`config.mk`:
```
export PLATFORM = sky130hd
export DESIGN_NAME = acs_analog_cmd_sel
export DESIGN_NICKNAME = d
export VERILOG_FILES = /design/src/hdl/acs_pkg.sv /design/src/hdl/acs_analog_cmd_sel.sv
export VERILOG_INCLUDE_DIRS = /design/src /design/src/hdl
export SDC_FILE = /design/constraint.sdc
export NUM_CORES = 1
export LEC_CHECK = 0
export ABC_AREA = 1
export BUFFER_PORTS_ARGS = -buffer_cell sky130_fd_sc_hd__buf_2
export CAP_MARGIN = 10
export CORE_AREA = 8 8 164 166
export DETAILED_ROUTE_END_ITERATION = 7
export DIE_AREA = 0 0 172 174
export PLACE_DENSITY_LB_ADDON = 0.12
export SETUP_SLACK_MARGIN = 0.05
export SYNTH_ARGS = -nofsm -noshare
export SYNTH_HDL_FRONTEND = slang
export SYNTH_SLANG_ARGS = --single-unit
```
`constraint.sdc`:
```
create_clock -name aclk -period 2.6 [get_ports aclk]
set_input_delay 0.26 -clock aclk [delete_from_list [all_inputs] [get_ports aclk]]
set_output_delay 0.26 -clock aclk [all_outputs]
set_load 0.02 [all_outputs]
```
`src/hdl/acs_params.svh`:
```
// offsets, field positions, reset values of the analog command selector
`ifndef ACS_PARAMS_SVH
`define ACS_PARAMS_SVH

// ----------------------------------------
// register word indexes
// ----------------------------------------
`define ACS_OFS_CFG       4'h0
`define ACS_OFS_TLIM_PAR  4'h1
`define ACS_OFS_INT_SPEED 4'h2
`define ACS_OFS_SPL_PAR   4'h3
`define ACS_OFS_TLIM_STAT 4'h4
`define ACS_OFS_CMD_STAT  4'h5
`define ACS_OFS_SPL_STAT  4'h6

// ----------------------------------------
// field positions and widths
// ----------------------------------------
`define ACS_CFG_BITS      11
`define ACS_HALF_LO       0
`define ACS_HALF_HI       16
`define ACS_STAT_SSIGN    16
`define ACS_STAT_TSIGN    17

// ----------------------------------------
// reset values
// ----------------------------------------
`define ACS_RST_CFG       11'h000
`define ACS_RST_TLIM_PAR  32'h7fff_7fff
`define ACS_RST_INT_SPEED 16'h0000
`define ACS_RST_SPL_PAR   16'h7fff

// ----------------------------------------
// bus answers
// ----------------------------------------
`define ACS_RESP_OKAY     2'h0
`define ACS_RESP_SLVERR   2'h2

`endif

```
`src/hdl/acs_pkg.sv`:
```
// types of the analog command selector
package acs_pkg;

  // ----------------------------------------
  // torque limit input modes
  // ----------------------------------------
  typedef enum logic [2:0] {
    ACS_TL_ANA_BIPOLAR = 3'b000,
    ACS_TL_PAR_1       = 3'b001,
    ACS_TL_PAR_2       = 3'b010,
    ACS_TL_PAR_3       = 3'b011,
    ACS_TL_ANA_UNIPOL  = 3'b100,
    ACS_TL_ANA_SHARED  = 3'b101,
    ACS_TL_PAR_6       = 3'b110,
    ACS_TL_RSVD        = 3'b111
  } acs_tl_mode_e;

  // ----------------------------------------
  // configuration word, msb first
  // ----------------------------------------
  typedef struct packed {
    acs_tl_mode_e torque_limit_input_mode;
    logic         torque_input_invert;
    logic         torque_cmd_input_sel;
    logic         torque_direction_sel;
    logic         torque_cmd_sel;
    logic         speed_input_invert;
    logic         speed_direction_sel;
    logic [1:0]   internal_external_speed_sel;
  } acs_cfg_s;

endpackage : acs_pkg

```
`src/hdl/acs_analog_cmd_sel.sv`:
```
// analog command selection and sign logic with axi4-lite registers
`timescale 1ns/100ps
`include "acs_params.svh"
// Overview of operation
// - analog limit modes 0 and 4 give separate positive and negative torque limits
// - mode 0: positive limit from positive input, negative limit from negative input
// - modes 1, 2, 3, 6: analog limits ignored, parameter limits used
// - mode 4: both inputs positive range; mode 5: positive input sets both
// - speed selection 0 takes speed command from analog speed input
// - direction select 0: voltage sign gives direction, invert flips, sign pin ignored
// - direction select 1: speed sign pin gives direction, polarity and invert ignored
// - torque input select 0 takes torque input, 1 takes the alternate input
// - torque direction 0: voltage sign gives direction, invert flips, pin ignored
// - torque direction 1: torque sign pin gives direction only
// - torque command select 1 reads speed limit from analog speed limit input
module acs_analog_cmd_sel
  import acs_pkg::*;
#(
  parameter int W = 16
) (
  input  wire  logic                aclk,
  input  wire  logic                aresetn,
  input  wire  logic                ce,
  input  wire  logic signed [W-1:0] pos_torque_limit_in,
  input  wire  logic signed [W-1:0] neg_torque_limit_in,
  input  wire  logic signed [W-1:0] speed_cmd_analog_in,
  input  wire  logic signed [W-1:0] torque_cmd_analog_in,
  input  wire  logic signed [W-1:0] speed_limit_analog_in,
  input  wire  logic                speed_sign_in,
  input  wire  logic                torque_sign_in,
  output logic        [W-1:0]       pos_torque_limit,
  output logic        [W-1:0]       neg_torque_limit,
  output logic signed [W-1:0]       speed_cmd,
  output logic signed [W-1:0]       torque_cmd,
  output logic        [W-1:0]       speed_limit,
  output logic                      speed_from_analog,
  input  wire  logic [3:0]          s_axi_awaddr,
  input  wire  logic                s_axi_awvalid,
  output logic                      s_axi_awready,
  input  wire  logic [31:0]         s_axi_wdata,
  input  wire  logic [3:0]          s_axi_wstrb,
  input  wire  logic                s_axi_wvalid,
  output logic                      s_axi_wready,
  output logic [1:0]                s_axi_bresp,
  output logic                      s_axi_bvalid,
  input  wire  logic                s_axi_bready,
  input  wire  logic [3:0]          s_axi_araddr,
  input  wire  logic                s_axi_arvalid,
  output logic                      s_axi_arready,
  output logic [31:0]               s_axi_rdata,
  output logic [1:0]                s_axi_rresp,
  output logic                      s_axi_rvalid,
  input  wire  logic                s_axi_rready
);

  // ----------------------------------------
  // constants
  // ----------------------------------------
  localparam logic signed [W-1:0] SMAX = {1'b0, {(W-1){1'b1}}};
  localparam logic signed [W-1:0] SMIN = {1'b1, {(W-1){1'b0}}};

  // ----------------------------------------
  // helpers
  // ----------------------------------------
  // negation saturates so the most negative code does not wrap to itself
  function automatic logic signed [W-1:0] neg_sat(input logic signed [W-1:0] x);
    if (x == SMIN) begin
      neg_sat = SMAX;
    end else begin
      neg_sat = -x;
    end
  endfunction : neg_sat

  // keeps only the positive half of a sample, negative reads as zero
  function automatic logic [W-1:0] pos_part(input logic signed [W-1:0] x);
    if (x[W-1]) begin
      pos_part = '0;
    end else begin
      pos_part = x;
    end
  endfunction : pos_part

  function automatic logic [W-1:0] mag(input logic signed [W-1:0] x);
    if (x[W-1]) begin
      mag = neg_sat(x);
    end else begin
      mag = x;
    end
  endfunction : mag

  // ----------------------------------------
  // sign pin synchronisers
  // ----------------------------------------
  // only the second flop of each pair feeds logic
  logic spd_sign_meta_q;
  logic spd_sign_q;
  logic trq_sign_meta_q;
  logic trq_sign_q;

  always_ff @(posedge aclk) begin
    if (!aresetn) begin
      spd_sign_meta_q <= 1'b0;
      spd_sign_q      <= 1'b0;
    end else if (ce) begin
      spd_sign_meta_q <= speed_sign_in;
      spd_sign_q      <= spd_sign_meta_q;
    end
  end

  always_ff @(posedge aclk) begin
    if (!aresetn) begin
      trq_sign_meta_q <= 1'b0;
      trq_sign_q      <= 1'b0;
    end else if (ce) begin
      trq_sign_meta_q <= torque_sign_in;
      trq_sign_q      <= trq_sign_meta_q;
    end
  end

  // sign pins act three edges after they move, samples after one
  wire speed_sign_s  = spd_sign_q;
  wire torque_sign_s = trq_sign_q;

  // ----------------------------------------
  // registers
  // ----------------------------------------
  acs_cfg_s        cfg_q;
  logic [31:0]     tlim_par_q;
  logic [W-1:0]    int_speed_q;
  logic [W-1:0]    spl_par_q;

  // ----------------------------------------
  // torque limit selection
  // ----------------------------------------
  wire [W-1:0] tl_par_pos = tlim_par_q[`ACS_HALF_LO +: W];
  wire [W-1:0] tl_par_neg = tlim_par_q[`ACS_HALF_HI +: W];
  // analog readings of the two limit inputs, one per range
  wire [W-1:0] tl_pos_ana = pos_part(pos_torque_limit_in);
  wire [W-1:0] tl_neg_bip = mag(neg_torque_limit_in[W-1] ? neg_torque_limit_in : '0);
  wire [W-1:0] tl_neg_uni = pos_part(neg_torque_limit_in);
  logic [W-1:0] tl_pos_d;
  logic [W-1:0] tl_neg_d;

  always_comb begin
    case (cfg_q.torque_limit_input_mode)
      ACS_TL_ANA_BIPOLAR: begin
        tl_pos_d = tl_pos_ana;
        tl_neg_d = tl_neg_bip;
      end
      ACS_TL_ANA_UNIPOL: begin
        tl_pos_d = tl_pos_ana;
        tl_neg_d = tl_neg_uni;
      end
      ACS_TL_ANA_SHARED: begin
        tl_pos_d = tl_pos_ana;
        tl_neg_d = tl_pos_ana;
      end
      ACS_TL_PAR_1, ACS_TL_PAR_2, ACS_TL_PAR_3, ACS_TL_PAR_6: begin
        tl_pos_d = tl_par_pos;
        tl_neg_d = tl_par_neg;
      end
      // undefined code falls back to the parameter limits, the safer side
      default: begin
        tl_pos_d = tl_par_pos;
        tl_neg_d = tl_par_neg;
      end
    endcase
  end

  // ----------------------------------------
  // speed command
  // ----------------------------------------
  wire                 spd_ana   = (cfg_q.internal_external_speed_sel == 2'h0);
  wire signed [W-1:0]  spd_src   = spd_ana ? speed_cmd_analog_in : int_speed_q;
  wire [W-1:0]         spd_mag   = mag(spd_src);
  wire signed [W-1:0]  spd_pol   = cfg_q.speed_input_invert ? neg_sat(spd_src) : spd_src;
  wire signed [W-1:0]  spd_pin   = speed_sign_s ? neg_sat(spd_mag) : spd_mag;
  // internal speeds carry their own sign, so pin steering applies to analog only
  wire signed [W-1:0]  speed_d   = !spd_ana ? int_speed_q :
                                   cfg_q.speed_direction_sel ? spd_pin : spd_pol;

  // ----------------------------------------
  // torque command
  // ----------------------------------------
  wire signed [W-1:0]  trq_src   = cfg_q.torque_cmd_input_sel ? pos_torque_limit_in
                                                              : torque_cmd_analog_in;
  wire [W-1:0]         trq_mag   = mag(trq_src);
  wire signed [W-1:0]  trq_pol   = cfg_q.torque_input_invert ? neg_sat(trq_src) : trq_src;
  wire signed [W-1:0]  trq_pin   = torque_sign_s ? neg_sat(trq_mag) : trq_mag;
  wire signed [W-1:0]  torque_d  = cfg_q.torque_direction_sel ? trq_pin : trq_pol;

  // ----------------------------------------
  // speed limit
  // ----------------------------------------
  // limit is a magnitude, so either polarity of the voltage is accepted
  wire [W-1:0]         spl_d     = cfg_q.torque_cmd_sel ? mag(speed_limit_analog_in)
                                                        : spl_par_q;

  // ----------------------------------------
  // output registers
  // ----------------------------------------
  always_ff @(posedge aclk) begin
    if (!aresetn) begin
      pos_torque_limit  <= '0;
      neg_torque_limit  <= '0;
      speed_cmd         <= '0;
      torque_cmd        <= '0;
      speed_limit       <= '0;
      speed_from_analog <= 1'b0;
    end else if (ce) begin
      pos_torque_limit  <= tl_pos_d;
      neg_torque_limit  <= tl_neg_d;
      speed_cmd         <= speed_d;
      torque_cmd        <= torque_d;
      speed_limit       <= spl_d;
      speed_from_analog <= spd_ana;
    end
  end

  // ----------------------------------------
  // axi4-lite write path
  // ----------------------------------------
  // address and data are taken together; a lone one waits for its partner
  wire         wr_go    = ce & s_axi_awvalid & s_axi_wvalid & ~s_axi_bvalid;
  wire [1:0]   wr_idx_hi = s_axi_awaddr[3:2];
  wire [3:0]   wr_idx   = {2'h0, wr_idx_hi};
  wire         wr_cfg   = wr_idx == `ACS_OFS_CFG;
  wire         wr_tlim  = wr_idx == `ACS_OFS_TLIM_PAR;
  wire         wr_ispd  = wr_idx == `ACS_OFS_INT_SPEED;
  wire         wr_spl   = wr_idx == `ACS_OFS_SPL_PAR;

  // ----------------------------------------
  // byte lane merge
  // ----------------------------------------
  // writable words sit in the first four slots, so every index there maps
  wire [31:0]  wmask    = {{8{s_axi_wstrb[3]}}, {8{s_axi_wstrb[2]}},
                           {8{s_axi_wstrb[1]}}, {8{s_axi_wstrb[0]}}};
  wire [31:0]  cfg_old  = {{(32-`ACS_CFG_BITS){1'b0}}, cfg_q};
  wire [31:0]  cfg_new  = (cfg_old & ~wmask) | (s_axi_wdata & wmask);
  wire [31:0]  tlim_new = (tlim_par_q & ~wmask) | (s_axi_wdata & wmask);
  wire [31:0]  ispd_old = {{(32-W){1'b0}}, int_speed_q};
  wire [31:0]  ispd_new = (ispd_old & ~wmask) | (s_axi_wdata & wmask);
  wire [31:0]  spl_old  = {{(32-W){1'b0}}, spl_par_q};
  wire [31:0]  spl_new  = (spl_old & ~wmask) | (s_axi_wdata & wmask);
  wire         wr_map   = wr_cfg | wr_tlim | wr_ispd | wr_spl;

  // ----------------------------------------
  // write handshake
  // ----------------------------------------
  // ready stays low while halted so nothing lands in frozen state
  assign s_axi_awready = wr_go;
  assign s_axi_wready  = wr_go;

  // ----------------------------------------
  // register write
  // ----------------------------------------
  always_ff @(posedge aclk) begin
    if (!aresetn) begin
      cfg_q       <= acs_cfg_s'(`ACS_RST_CFG);
      tlim_par_q  <= `ACS_RST_TLIM_PAR;
      int_speed_q <= `ACS_RST_INT_SPEED;
      spl_par_q   <= `ACS_RST_SPL_PAR;
    end else if (wr_go) begin
      if (wr_cfg) begin
        cfg_q <= acs_cfg_s'(cfg_new[`ACS_CFG_BITS-1:0]);
      end
      if (wr_tlim) begin
        tlim_par_q <= tlim_new;
      end
      if (wr_ispd) begin
        int_speed_q <= ispd_new[W-1:0];
      end
      if (wr_spl) begin
        spl_par_q <= spl_new[W-1:0];
      end
    end
  end

  // ----------------------------------------
  // write answer
  // ----------------------------------------
  always_ff @(posedge aclk) begin
    if (!aresetn) begin
      s_axi_bvalid <= 1'b0;
      s_axi_bresp  <= `ACS_RESP_OKAY;
    end else if (ce) begin
      if (wr_go) begin
        s_axi_bvalid <= 1'b1;
        s_axi_bresp  <= wr_map ? `ACS_RESP_OKAY : `ACS_RESP_SLVERR;
      end else if (s_axi_bready) begin
        s_axi_bvalid <= 1'b0;
      end
    end
  end

  // ----------------------------------------
  // axi4-lite read path
  // ----------------------------------------
  wire         rd_go   = ce & s_axi_arvalid & ~s_axi_rvalid;
  logic [31:0] rd_data;
  logic        rd_map;

  // ----------------------------------------
  // read data select
  // ----------------------------------------
  // a four-bit address reaches only the four writable words
  wire [3:0]   rd_word = {2'h0, s_axi_araddr[3:2]};

  always_comb begin
    rd_map  = 1'b1;
    rd_data = 32'h0000_0000;
    case (rd_word)
      `ACS_OFS_CFG:       rd_data = cfg_old;
      `ACS_OFS_TLIM_PAR:  rd_data = tlim_par_q;
      `ACS_OFS_INT_SPEED: rd_data = ispd_old;
      `ACS_OFS_SPL_PAR:   rd_data = spl_old;
      default: begin
        rd_map  = 1'b0;
        rd_data = 32'h0000_0000;
      end
    endcase
  end

  assign s_axi_arready = rd_go;

  // ----------------------------------------
  // read answer
  // ----------------------------------------
  always_ff @(posedge aclk) begin
    if (!aresetn) begin
      s_axi_rvalid <= 1'b0;
      s_axi_rdata  <= 32'h0000_0000;
      s_axi_rresp  <= `ACS_RESP_OKAY;
    end else if (ce) begin
      if (rd_go) begin
        s_axi_rvalid <= 1'b1;
        s_axi_rdata  <= rd_data;
        s_axi_rresp  <= rd_map ? `ACS_RESP_OKAY : `ACS_RESP_SLVERR;
      end else if (s_axi_rready) begin
        s_axi_rvalid <= 1'b0;
      end
    end
  end

endmodule : acs_analog_cmd_sel

```
==> summary.txt <==
Post-detailed-route DRC marker count - 0
Final std cell area, no fill - 15860 sq um
RSZ-0062 raised after global routing - yes
Clock buffer depth - 2
Clk pwr share - 37.1%
CTS clk-pin slew, worst paths - 90 ps
Routed Antenna Nets - 0
Worst slew margin - 44.98%
DR iter-0 viols - 1288
Core area - 24530 sq um
Fin util - 64.67%
Post-synth ARST share - 0%
Initial antenna violation count - 3
Logic gate share of total power - 22.8%
H-tree levels - 4
Synth top cells by count - nand2_1 (501), dfxtp_1 (196), a21oi_1 (171)
Hold Path Depth - 3
Largest area contributor in the netlist - dfxtp_1
#FFs+latches synth - 196
CP max stage delay - 340 ps
Crit path required time - 2980 ps
Synthesized area - 11950 sq um
Sequential element share of the synthesized area - 32.83%
Share of the synthesized area in the top cell type - 32.83%
Fmax - 392.6 MHz
Pins over their slew limit - 0
Max-Cap Viols - 0
Routability Congestion - 0.9309
Fin crit period - 2547 ps
Unique masters post-synth - 52
Number of core rows - 58
Pwr per Cell Area - 505.1 nW/um^2
First-pass GRT wire length - 69570 um
Post-synth EDFFs - 0
Share of layout cells above drive strength 1 - 30.89%
Largest net degree at the start of global routing - 92
Depth of the most critical reg-to-reg path - 22
Leak - 7.450 nW
Synth Instances - 1849
Vias in the first global route - 13105
Placed insts - 2476
Critical Path Start Type - register
Starting Density - 48.72%
Primary FF master, synth - dfxtp_1
Post-place instance area - 14350 sq um
Final Net Count - 2334
Via count - 13976
Final wirelength - 44950 um
IO Pins - 256
CP endpoint kind - register
Layout Skew - 15.87 ps
Die Y - 174 um
Slowest cell on crit path - dfxtp_2
Sw Share - 34.09%
Status - finished clean
Grt total ovfl - 0
Via density - 5.502
Worst Hold Class - input port to register
Setup violators final - 0
Most frequent cell after synthesis - nand2_1
Mean post-synth cell area - 6.463 sq um
Total CTS buffers - 17
Post-Place Setup Slack - -115.7 ps
PortBufs - 249
Slew @ Worst Pin - 824.1 ps
CTS tree - yes
Setup CP Type - register to register
Final std cells w/o fill - 2540
DR WL/cell - 17.70 um
DP HPWL - 33610 um
Sequential power share - 40.1%
Critical path arrival - 2930 ps
Final hold vios - 0
TritonRoute pass-1 iters - 6
Power Internal - 5.280 mW
Die width - 172 um
Gr usage total - 28.77%
Top cells by area, synth - dfxtp_1 (33%), nand2_1 (16%), a21oi_1 (7.2%), o21ai_0 (6.4%), nand3_1 (6.3%)
Clock sink count - 196
Sw Pwr - 2.731 mW
Synthesis warning total - 0
CP Cell Sequence - nor2_4, buf_6, buf_4, nand2_2, o21ai_2, nor2_2, nand2_4, nor2_8, nand2_4, o21ai_4, mux2i_2, ha_2, nand3_4, nor2_4, inv_2, nand2_2, nand2_2, nand2_1, nand2_1, nand2_1, nand2_2, a21oi_2
Die ar. - 29930 sq um
Final setup margin - 52.60 ps
Area added between synthesis and finish - 32.73%
Post-route clock period utilization - 97.98%
Total power - 8.011 mW
Max FO, Critical Path - 6
Maximum VDD drop - 462.4 uV
Worst-Skew Late Latency - 450 ps
Top cell by count, worst path - nand2_2
Clock Tree Root - clkbuf_16
-- through the flow --
step	hold WS [ps]	TNS (ps)
after global placement	419.0	-42.21
after detailed placement	423.3	-440.4
after floorplan	373.2	0
after global routing	20.11	-883.1
final	8.123	0
after CTS	0.7177	0
-- cells in the final DEF (no fill, tap or decap), types with 4 or more instances in the layout --
cell type	count
o211ai_1	44
xor2_1	18
o22ai_1	8
nand4_1	7
xnor2_1	12
buf_4	155
inv_2	26
o21ai_4	4
inv_8	5
nor2_2	19
clkinv_1	7
a21oi_2	6
nor2_1	94
a221oi_1	10
nand3_1	140
a31oi_1	25
nand3b_1	7
nor2_4	21
inv_12	6
dfxtp_1	193
nor3_1	10
nand3_4	10
nand2_4	20
nand2_1	454
or2_2	5
o221ai_1	9
o21ai_0	142
o21ai_1	13
nand2_2	63
clkbuf_16	18
buf_6	15
buf_12	6
a22oi_1	5
o21ai_2	20
buf_2	248
a21oi_1	169
inv_1	137
nor4_1	4
nand3_2	12
-- logic make-up after synthesis --
kind of cell / Yosys count / share of synthesized area [%]
buf+inv: 276 / 9.528
simple gates: 873 / 32.34
flops: 196 / 32.83
fa+ha+maj: 5 / 0.5235
xor+xnor: 30 / 2.199
mux: 1 / 0.08376
compound gates: 467 / 22.46
other cells: 1 / 0.03138
-- worst max-delay path: cells and delay by family, from the launching register on --
family,cells,cell delay [ps]
AOI/OAI and AO/OA,3,240
muxes,1,180
and+or+nand+nor,14,1130
DFF,1,340
adders and majority gates,1,240
buffers and inverters,3,340
-- repair_timing --
| item | 4_1_cts | 5_1_grt |
|---|---|---|
| endpoints found under the hold margin | 2 | 0 |
| buffers inserted | 1 | 24 |
| hold buffers | 2 | 0 |
| gates cloned | 0 | 3 |
| pin swaps | 3 | 56 |
| setup endpoints to repair | 20 | 28 |
| resized for setup | 18 | 165 |
-- layer usage --
layer  vias up  global-route usage (%)  wire length, um
met3        85                   4.809             3337
met4         0                   8.372             1167
met5         -                       0                0
met2       550                   47.48            21540
li1       6850                       -                -
met1      6491                   37.73            18910
-- power groups by stage --
| stage | Combinational (mW) | Sequential (mW) | Clock (mW) |
|---|---|---|---|
| after floorplan | 0.866 | 3.40 | 0 |
| after global placement | 1.63 | 3.28 | 0 |
| after detailed placement | 1.65 | 3.28 | 0 |
| after CTS | 1.67 | 3.21 | 3.00 |
| after global routing | 1.99 | 3.23 | 3.12 |
| final | 1.82 | 3.21 | 2.97 |
-- worst paths after layout --
check / slack (ps) / to / from
max: 50 / speed_cmd[8]$_SDFFE_PN0P_ / register
min: 8 / register / s_axi_wdata[29]
max reg2reg: 50 / speed_cmd[8]$_SDFFE_PN0P_ / register
min reg2reg: 440 / s_axi_bresp[1]$_SDFFE_PN0P_ / s_axi_bresp[1]$_SDFFE_PN0P_
-- layout make-up --
class	count	area (sq um)
clock inverter	15	232.7
clock buffer	17	425.4
inverter	172	653.1
tap	330	412.9
antenna	2	5.005
multi-input combinational	1378	7428
fill	2326	8667
timing repair inverter	1	5.005
timing repair buffer	429	2769
sequential	196	3930
Note: power is estimated with default switching activity, not from simulation.
